[src/hdl/hbs_params.svh]
// constants for the half-bridge static gate sequencer
`ifndef HBS_PARAMS_SVH
`define HBS_PARAMS_SVH

// bridge mode codes
`define HBS_MODE_PASSIVE 2'h0
`define HBS_MODE_LS_ON 2'h1
`define HBS_MODE_HS_ON 2'h2
`define HBS_MODE_HOLD_OFF 2'h3

// current step indices carried on the gate drive code
`define HBS_STEP_HOLD_LO 6'h13
`define HBS_STEP_HOLD_HI 6'h19

// synchroniser budget: command must take effect within this many ns
`define HBS_CLK_PERIOD_NS 5
`define HBS_CMD_DELAY_MAX_NS 3000
`define HBS_CMD_DELAY_CYCLES (`HBS_CMD_DELAY_MAX_NS / `HBS_CLK_PERIOD_NS)

// reset value of the interval counters
`define HBS_CNT_RESET 16'h0000

`endif

[src/hdl/hbs_pkg.sv]
// types shared by the half-bridge static gate sequencer
package hbs_pkg;

  // drive kind applied to one gate
  typedef enum logic [2:0] {
    hbs_drv_passive,
    hbs_drv_source,
    hbs_drv_sink,
    hbs_drv_hardoff,
    hbs_drv_hold_on,
    hbs_drv_hold_off
  } hbs_drive_t;

  // phases of one bridge sequence
  typedef enum logic [2:0] {
    hbs_ph_passive,
    hbs_ph_ccp,
    hbs_ph_charge,
    hbs_ph_hold,
    hbs_ph_pwm
  } hbs_phase_t;

endpackage

[src/hdl/hbs_bridge.sv]
// one half-bridge static phase sequencer
`timescale 1ns/1ps
`include "hbs_params.svh"

module hbs_bridge #(
  parameter int CNT_W = 16
) (
  input wire logic clock,
  input wire logic rstn,
  input wire logic cmd_strobe,
  input wire logic charge_pump_enable,
  input wire logic bridge_pwm_select,
  input wire logic [1:0] bridge_mode_sel,
  input wire logic [CNT_W-1:0] cross_conduction_time,
  input wire logic [CNT_W-1:0] vds_blank_time,
  input wire logic [CNT_W-1:0] vds_filter_time,
  output hbs_pkg::hbs_phase_t phase,
  output logic [1:0] active_mode,
  output logic [CNT_W-1:0] count
);

  // ************************************************************
  // phase machine and interval counter
  // ************************************************************
  logic [CNT_W:0] charge_len;

  // blank and filter run back to back, so one load covers both
  assign charge_len = {1'b0, vds_blank_time} + {1'b0, vds_filter_time};

  // a new command restarts from the phase of the new target unless the pump is disabled, which wins
  always_ff @(posedge clock or negedge rstn) begin
    if (!rstn) begin
      phase <= hbs_pkg::hbs_ph_passive;
      active_mode <= `HBS_MODE_PASSIVE;
      count <= `HBS_CNT_RESET;
    end else if (!charge_pump_enable) begin
      phase <= hbs_pkg::hbs_ph_passive;
      active_mode <= `HBS_MODE_PASSIVE;
      count <= `HBS_CNT_RESET;
    end else if (cmd_strobe) begin
      active_mode <= bridge_mode_sel;
      if (bridge_pwm_select) begin
        phase <= hbs_pkg::hbs_ph_pwm;
        count <= `HBS_CNT_RESET;
      end else if (bridge_mode_sel == `HBS_MODE_PASSIVE ||
                   bridge_mode_sel == `HBS_MODE_HOLD_OFF) begin
        // both-off targets discharge first; 00 then lets go, 11 then holds
        phase <= hbs_pkg::hbs_ph_ccp;
        count <= cross_conduction_time;
      end else if (active_mode == `HBS_MODE_HOLD_OFF) begin
        phase <= hbs_pkg::hbs_ph_charge; // no ccp from hold-off mode 11
        count <= charge_len[CNT_W-1:0];
      end else begin
        phase <= hbs_pkg::hbs_ph_ccp;
        count <= cross_conduction_time;
      end
    end else if (count != '0) begin
      count <= count - CNT_W'(1);
    end else begin
      // interval over: move on
      unique case (phase)
        hbs_pkg::hbs_ph_ccp: begin
          if (active_mode == `HBS_MODE_HOLD_OFF) begin
            phase <= hbs_pkg::hbs_ph_hold;
          end else if (active_mode == `HBS_MODE_PASSIVE) begin
            phase <= hbs_pkg::hbs_ph_passive;
          end else begin
            phase <= hbs_pkg::hbs_ph_charge;
            count <= charge_len[CNT_W-1:0];
          end
        end
        hbs_pkg::hbs_ph_charge: phase <= hbs_pkg::hbs_ph_hold;
        hbs_pkg::hbs_ph_passive, hbs_pkg::hbs_ph_hold, hbs_pkg::hbs_ph_pwm: phase <= phase;
        default: phase <= hbs_pkg::hbs_ph_passive;
      endcase
    end
  end

endmodule // hbs_bridge

[src/hdl/hbs_sequencer.sv]
// four-bridge static gate sequencer top
// Behaviour
// - pump disabled: all gates passively off
// - mode 00: both gates passively off
// - mode 01: low on, high actively off
// - mode 10: high on, low actively off
// - mode 11: both held off at hold
// - pwm select 0 gives static activation
// - pwm select 1 skips static sequencing
// - four-bit static code per bridge
// - hold select 0 uses step 19
// - hold select 1 uses step 25
// - opposite gate gets maximum sink current
// - 01 to 10 passes cross-conduction interval
// - ccp: sink both gates with static code
// - then charge on-gate, hard-off other gate
// - after charge both gates go to hold
// - 11 to 10 skips cross-conduction interval
// - sync chip select, act within 3 us
// - four independent bridge sequencers
// - low-side turn-on mirrors high-side
// - both-off: static discharge, then hold-off
`timescale 1ns/1ps
`include "hbs_params.svh"

module hbs_sequencer #(
  parameter int NUM_BRIDGES = 4,
  parameter int CNT_W = 16
) (
  input wire logic clock,
  input wire logic rstn,
  input wire logic chip_select_n,
  input wire logic charge_pump_enable,
  input wire logic hold_current_sel,
  input wire logic [NUM_BRIDGES-1:0] bridge_pwm_select,
  input wire logic [2*NUM_BRIDGES-1:0] bridge_mode_sel,
  input wire logic [4*NUM_BRIDGES-1:0] static_drive_code,
  input wire logic [CNT_W-1:0] cross_conduction_time,
  input wire logic [CNT_W-1:0] vds_blank_time,
  input wire logic [CNT_W-1:0] vds_filter_time,
  output logic [3*NUM_BRIDGES-1:0] high_side_gate,
  output logic [3*NUM_BRIDGES-1:0] low_side_gate,
  output logic [6*NUM_BRIDGES-1:0] high_side_code,
  output logic [6*NUM_BRIDGES-1:0] low_side_code,
  output logic [NUM_BRIDGES-1:0] bridge_busy
);

  // ************************************************************
  // elaboration checks
  // ************************************************************
  // the bridge numbering and the mode register fix four bridges
  if (NUM_BRIDGES != 4) begin : g_bad_count
    $error("hbs_sequencer serves exactly four bridges");
  end
  if (CNT_W < 2 || CNT_W > 16) begin : g_bad_width
    $error("hbs_sequencer counter width must be 2 to 16");
  end

  // ************************************************************
  // chip select synchroniser
  // ************************************************************
  logic cs_meta;
  logic cs_sync;
  logic cs_last;
  logic cmd_strobe;

  // two flops, then an edge detect on the second only
  always_ff @(posedge clock or negedge rstn) begin
    if (!rstn) begin
      cs_meta <= 1'b1;
      cs_sync <= 1'b1;
      cs_last <= 1'b1;
    end else begin
      cs_meta <= chip_select_n;
      cs_sync <= cs_meta;
      cs_last <= cs_sync;
    end
  end

  // rising edge reaches the bridges three cycles after the pin, far inside 3 us
  assign cmd_strobe = cs_sync && !cs_last;

  // ************************************************************
  // current step mapping
  // ************************************************************
  // static code n selects step 4n, a 6-bit step index
  function automatic logic [5:0] static_step(input logic [3:0] code);
    static_step = {code, 2'h0};
  endfunction

  // hold step follows the hold select bit
  function automatic logic [5:0] hold_step(input logic sel);
    hold_step = sel ? `HBS_STEP_HOLD_HI : `HBS_STEP_HOLD_LO;
  endfunction

  // step carried for a given drive kind; hard-off carries step 63, passive carries no step
  function automatic logic [5:0] drive_step(input hbs_pkg::hbs_drive_t kind,
                                            input logic [3:0] code, input logic sel);
    unique case (kind)
      hbs_pkg::hbs_drv_source, hbs_pkg::hbs_drv_sink: drive_step = static_step(code);
      hbs_pkg::hbs_drv_hold_on, hbs_pkg::hbs_drv_hold_off: drive_step = hold_step(sel);
      hbs_pkg::hbs_drv_hardoff: drive_step = 6'h3F;
      hbs_pkg::hbs_drv_passive: drive_step = 6'h00;
      default: drive_step = 6'h00;
    endcase
  endfunction

  // ************************************************************
  // per-bridge sequencers
  // ************************************************************
  hbs_pkg::hbs_phase_t phase [NUM_BRIDGES];
  logic [1:0] active_mode [NUM_BRIDGES];
  logic [CNT_W-1:0] count [NUM_BRIDGES];
  hbs_pkg::hbs_drive_t next_hs [NUM_BRIDGES];
  hbs_pkg::hbs_drive_t next_ls [NUM_BRIDGES];

  for (genvar b = 0; b < NUM_BRIDGES; b++) begin : g_bridge
    // each bridge decodes and sequences on its own
    hbs_bridge #(
      .CNT_W(CNT_W)
    ) u_bridge (
      .clock(clock),
      .rstn(rstn),
      .cmd_strobe(cmd_strobe),
      .charge_pump_enable(charge_pump_enable),
      .bridge_pwm_select(bridge_pwm_select[b]),
      .bridge_mode_sel(bridge_mode_sel[2*b+:2]),
      .cross_conduction_time(cross_conduction_time),
      .vds_blank_time(vds_blank_time),
      .vds_filter_time(vds_filter_time),
      .phase(phase[b]),
      .active_mode(active_mode[b]),
      .count(count[b])
    );

    // gate drive decode from phase and target mode
    always_comb begin
      next_hs[b] = hbs_pkg::hbs_drv_passive;
      next_ls[b] = hbs_pkg::hbs_drv_passive;
      unique case (phase[b])
        hbs_pkg::hbs_ph_passive, hbs_pkg::hbs_ph_pwm: begin
          // passive discharge; pwm drive is outside this block
          next_hs[b] = hbs_pkg::hbs_drv_passive;
          next_ls[b] = hbs_pkg::hbs_drv_passive;
        end
        hbs_pkg::hbs_ph_ccp: begin
          next_hs[b] = hbs_pkg::hbs_drv_sink;
          next_ls[b] = hbs_pkg::hbs_drv_sink;
        end
        hbs_pkg::hbs_ph_charge: begin
          // low-side turn-on swaps the roles
          if (active_mode[b] == `HBS_MODE_LS_ON) begin
            next_hs[b] = hbs_pkg::hbs_drv_hardoff;
            next_ls[b] = hbs_pkg::hbs_drv_source;
          end else begin
            next_hs[b] = hbs_pkg::hbs_drv_source;
            next_ls[b] = hbs_pkg::hbs_drv_hardoff;
          end
        end
        hbs_pkg::hbs_ph_hold: begin
          if (active_mode[b] == `HBS_MODE_LS_ON) begin
            next_hs[b] = hbs_pkg::hbs_drv_hold_off;
            next_ls[b] = hbs_pkg::hbs_drv_hold_on;
          end else if (active_mode[b] == `HBS_MODE_HS_ON) begin
            next_hs[b] = hbs_pkg::hbs_drv_hold_on;
            next_ls[b] = hbs_pkg::hbs_drv_hold_off;
          end else begin
            next_hs[b] = hbs_pkg::hbs_drv_hold_off;
            next_ls[b] = hbs_pkg::hbs_drv_hold_off;
          end
        end
        default: begin
          next_hs[b] = hbs_pkg::hbs_drv_passive;
          next_ls[b] = hbs_pkg::hbs_drv_passive;
        end
      endcase
    end

    // ************************************************************
    // registered outputs
    // ************************************************************
    // outputs registered so gate drivers never see decode glitches
    always_ff @(posedge clock or negedge rstn) begin
      if (!rstn) begin
        high_side_gate[3*b+:3] <= 3'h0;
        low_side_gate[3*b+:3] <= 3'h0;
        high_side_code[6*b+:6] <= 6'h00;
        low_side_code[6*b+:6] <= 6'h00;
        bridge_busy[b] <= 1'b0;
      end else begin
        high_side_gate[3*b+:3] <= next_hs[b];
        low_side_gate[3*b+:3] <= next_ls[b];
        high_side_code[6*b+:6] <= drive_step(next_hs[b], static_drive_code[4*b+:4],
                                             hold_current_sel);
        low_side_code[6*b+:6] <= drive_step(next_ls[b], static_drive_code[4*b+:4],
                                            hold_current_sel);
        bridge_busy[b] <= (phase[b] == hbs_pkg::hbs_ph_ccp) ||
                          (phase[b] == hbs_pkg::hbs_ph_charge);
      end
    end
  end

endmodule // hbs_sequencer

[config.mk]
export PLATFORM = sky130hd
export DESIGN_NAME = hbs_sequencer
export DESIGN_NICKNAME = d
export VERILOG_FILES = /design/src/hdl/hbs_pkg.sv /design/src/hdl/hbs_bridge.sv /design/src/hdl/hbs_sequencer.sv
export VERILOG_INCLUDE_DIRS = /design/src /design/src/hdl
export SDC_FILE = /design/constraint.sdc
export NUM_CORES = 1
export LEC_CHECK = 0
export BUFFER_PORTS_ARGS = -buffer_cell sky130_fd_sc_hd__buf_4
export CAP_MARGIN = 20
export CORE_ASPECT_RATIO = 0.5
export CORE_MARGIN = 5
export CORE_UTILIZATION = 45
export DETAILED_ROUTE_END_ITERATION = 10
export PLACE_DENSITY = 0.66
export SLEW_MARGIN = 20
export SYNTH_ARGS = -nofsm -noshare
export SYNTH_HDL_FRONTEND = slang
export SYNTH_SLANG_ARGS = --single-unit
[constraint.sdc]
create_clock -name clock -period 2.44 [get_ports clock]
set_clock_uncertainty 0.15 [all_clocks]
set_input_delay 0.488 -clock clock [delete_from_list [all_inputs] [get_ports clock]]
set_output_delay 0.488 -clock clock [all_outputs]
set_load 0.01 [all_outputs]
==> results.cfg <==
[worst_setup_path]
end_kind = register
critical_path_class = register to register
startpoint_type = register
cp_data_required_time_ns = 2.65
arrival_ns = 2.62
crit_fanout = 5

[sta]
slew_violations = 0
finalHoldViolations = 0
setup_ws_ns = 0.0326
max_slew.worst_pin.slew_ns = 0.696
hold_slack_ns = 0.125
rsz0062_at_grt = true
relSlewSlack_pct = 53.2
fin_tns_setup_ns = 0
finalCriticalPeriod_ns = 2.41
max_freq_mhz = 415
finalCritPeriodShare_pct = 98.7
setup-violations-final = 0

[layout]
final_common_cell = buf_4
n_antenna_cell = 0
fin_util_pct = 61.3
mostFrequentLayoutCells = buf_4 (289), dfrtp_1 (155), nand2_1 (130)
drive_gt1_share_pct = 27.0
nets = 1480
area_growth_pct = 32.5

[hold_path]
holdCritPathClass = input port to register

[synthesis]
synth_edf_count = 0
synth_area_leaders = dfrtp_1 (41%), a21oi_1 (6.6%), nand2_1 (5.2%)
syn_inst = 1118
synthDominantCellAreaShare_pct = 40.7
yosys_register_bits = 159
synth_area_mm2 = 0.00959
synth_warnings = 0
ys.flop_type = dfrtp_1
async_flop_share_pct = 100
yosysSeqAreaShare_pct = 41.5
synth.distinct_cells = 76
synth_area_leader_cell = dfrtp_1
syn_area_per_cell_um2 = 8.58
syn_nets = 1223

[global_route]
grt_max_degree = 70
grt.met1_usage_pct = 37.0
grt.busiest_layer = met2
grtUsageTotal_pct = 26.7
grt_pass1_vias = 9558
met3_usage_pct = 6.63
met2_usage_pct = 40.9
grt_pass1_wl_mm = 52.3
antenna_found_initial = 1
overflow = 0

[clocking]
cts_tree = done
cts_sinks = 159
clockBufferDepth = 2
cts_buffers = 17
path_clk_slew_ns = 0.06
htreeDepth = 4
insertion_delay_ns = 0.44
cts-root-buf = clkbuf_16

[power_and_ir_drop]
p_total_mw = 11.7
ir_worst_vdd_uv = 490
powerDensity_mw_per_mm2 = 921
p_leak_nw = 5.95

[route]
wl_per_cell_um = 20.0
antenna_left = 0
detailroute.via_count = 9923
routed_via_density = 5.97
wl_mm = 33.2
drt-initial-drc-count = 1223
drtPass1Iterations = 7
drcViolationCount = 0

[placed_design]
hpwl_mm = 24.3
port_buffers = 156
routabilityCongestion = 0.982
dp_slack_ns = -0.381

[status]
outcome = completed

[floorplanning]
die-area_mm2 = 0.0245
ioPinCount = 157
std_cell_rows = 37
die_height_um = 113
core_mm2 = 0.0207
chipWidth_um = 216
start_util_pct = 46.2

[flow_run]
cap_violations = 0
[critical path, cell delays in order (launching register included)]
cell and delay (ns):
dfrtp_2 0.45, or4_4 0.58, nor4_4 0.23, nand2_2 0.13, nor4b_4 0.28, xnor2_1 0.11, a211oi_2 0.22, a21boi_2 0.18
[area by class of cell]
type	count	area, um2
well taps	273	342
multi-input cells	870	5340
fillers	1806	8030
clock buffers	21	470
inverters	28	105
clock inverters	11	129
flip-flops and latches	159	3980
repair buffers	299	2340
[layer usage]
layer	routed length [um]	vias to the layer above	part of all wire [%]
li1	-	4591	-
met1	14500	4738	44
met2	14200	505	43
met3	3250	87	9.8
met4	1210	2	3.7
met5	13	-	0.039
[state kept, by name, summed over array words and instances (netlist names)]
signal                         cells
g_bridge.u_bridge.active_mode      8
high_side_code                    24
low_side_gate                      8
cs_last                            1
g_bridge.u_bridge.count           64
cs_sync                            1
high_side_gate                    12
bridge_busy                        4
g_bridge.u_bridge.phase           12
cs_meta                            1
low_side_code                     24
[report_power, final]
part           leakage, nW  internal (mW)  switching [mW]
clock                0.296           1.60            1.17
combinational         3.51           2.43            2.86
sequential            2.15           3.10           0.538
total                 5.95           7.13            4.57
[Yosys cell counts (all sizes together), types with 3 or more instances]
| cell type | instances |
|---|---|
| buf | 14 |
| nand3 | 21 |
| nor3 | 42 |
| a311oi | 3 |
| o31ai | 11 |
| nor2 | 114 |
| o211ai | 9 |
| clkbuf | 47 |
| a211o | 3 |
| o22ai | 5 |
| o21ai | 80 |
| nand2 | 135 |
| o31a | 10 |
| a21boi | 3 |
| or4 | 5 |
| a221oi | 21 |
| a22oi | 5 |
| inv | 28 |
| dfstp | 3 |
| dfrtp | 156 |
| nand2b | 17 |
| and2 | 4 |
| xor2 | 34 |
| a22o | 10 |
| a21o | 7 |
| a2111oi | 4 |
| or3 | 5 |
| a21oi | 126 |
| o311ai | 3 |
| xnor2 | 29 |
| nand4 | 7 |
| nor3b | 4 |
| a31oi | 16 |
| nor4 | 17 |
| nor2b | 12 |
| and3 | 9 |
| ha | 23 |
| o21a | 9 |
| a211oi | 38 |
[kinds of logic after synthesis]
group	count (synthesis)	synth area share, %
AO/OA/AOI/OAI	381	25.4
XOR/XNOR	63	5.75
adder cells (fa/ha/maj)	24	3.21
buffers and inverters	89	3.71
flip-flops	159	41.5
multiplexers	4	0.444
AND/OR/NAND/NOR	398	20.0
[stage by stage]
step | cells | instance area, um2
finish | 1661 | 12700
global route | 1661 | 12700
CTS | 1661 | 12600
detailed placement | 1627 | 12000
global placement | 1627 | 12000
floorplan | 1118 | 9590
[final timing paths]
| path | from | end | slack [ns] | cells after the start |
|---|---|---|---|---|
| max | g_bridge[2].u_bridge.count[2]$_DFFE_PN0P_ | g_bridge[2].u_bridge.count[15]$_DFFE_PN0P_ | 0.03 | 7 |
| min | static_drive_code[10] | low_side_code[16]$_DFF_PN0_ | 0.13 | 2 |
| max reg2reg | g_bridge[2].u_bridge.count[2]$_DFFE_PN0P_ | g_bridge[2].u_bridge.count[15]$_DFFE_PN0P_ | 0.03 | 7 |
| min reg2reg | cs_meta$_DFF_PN1_ | cs_sync$_DFF_PN1_ | 0.21 | 0 |
| max in group asynchronous | rstn | g_bridge[2].u_bridge.count[2]$_DFFE_PN0P_ | 1.13 | 3 |
| min in group asynchronous | rstn | g_bridge[0].u_bridge.count[7]$_DFFE_PN0P_ | 0.26 | 2 |
[timing repair]
item                                    CTS  global route
resized for setup                         0            18
hold buffers                              2             0
hold endpoints to repair                121             0
setup buffers                             0             0
endpoints found under the setup margin    0            33
Power figures use the tool's default switching activity.
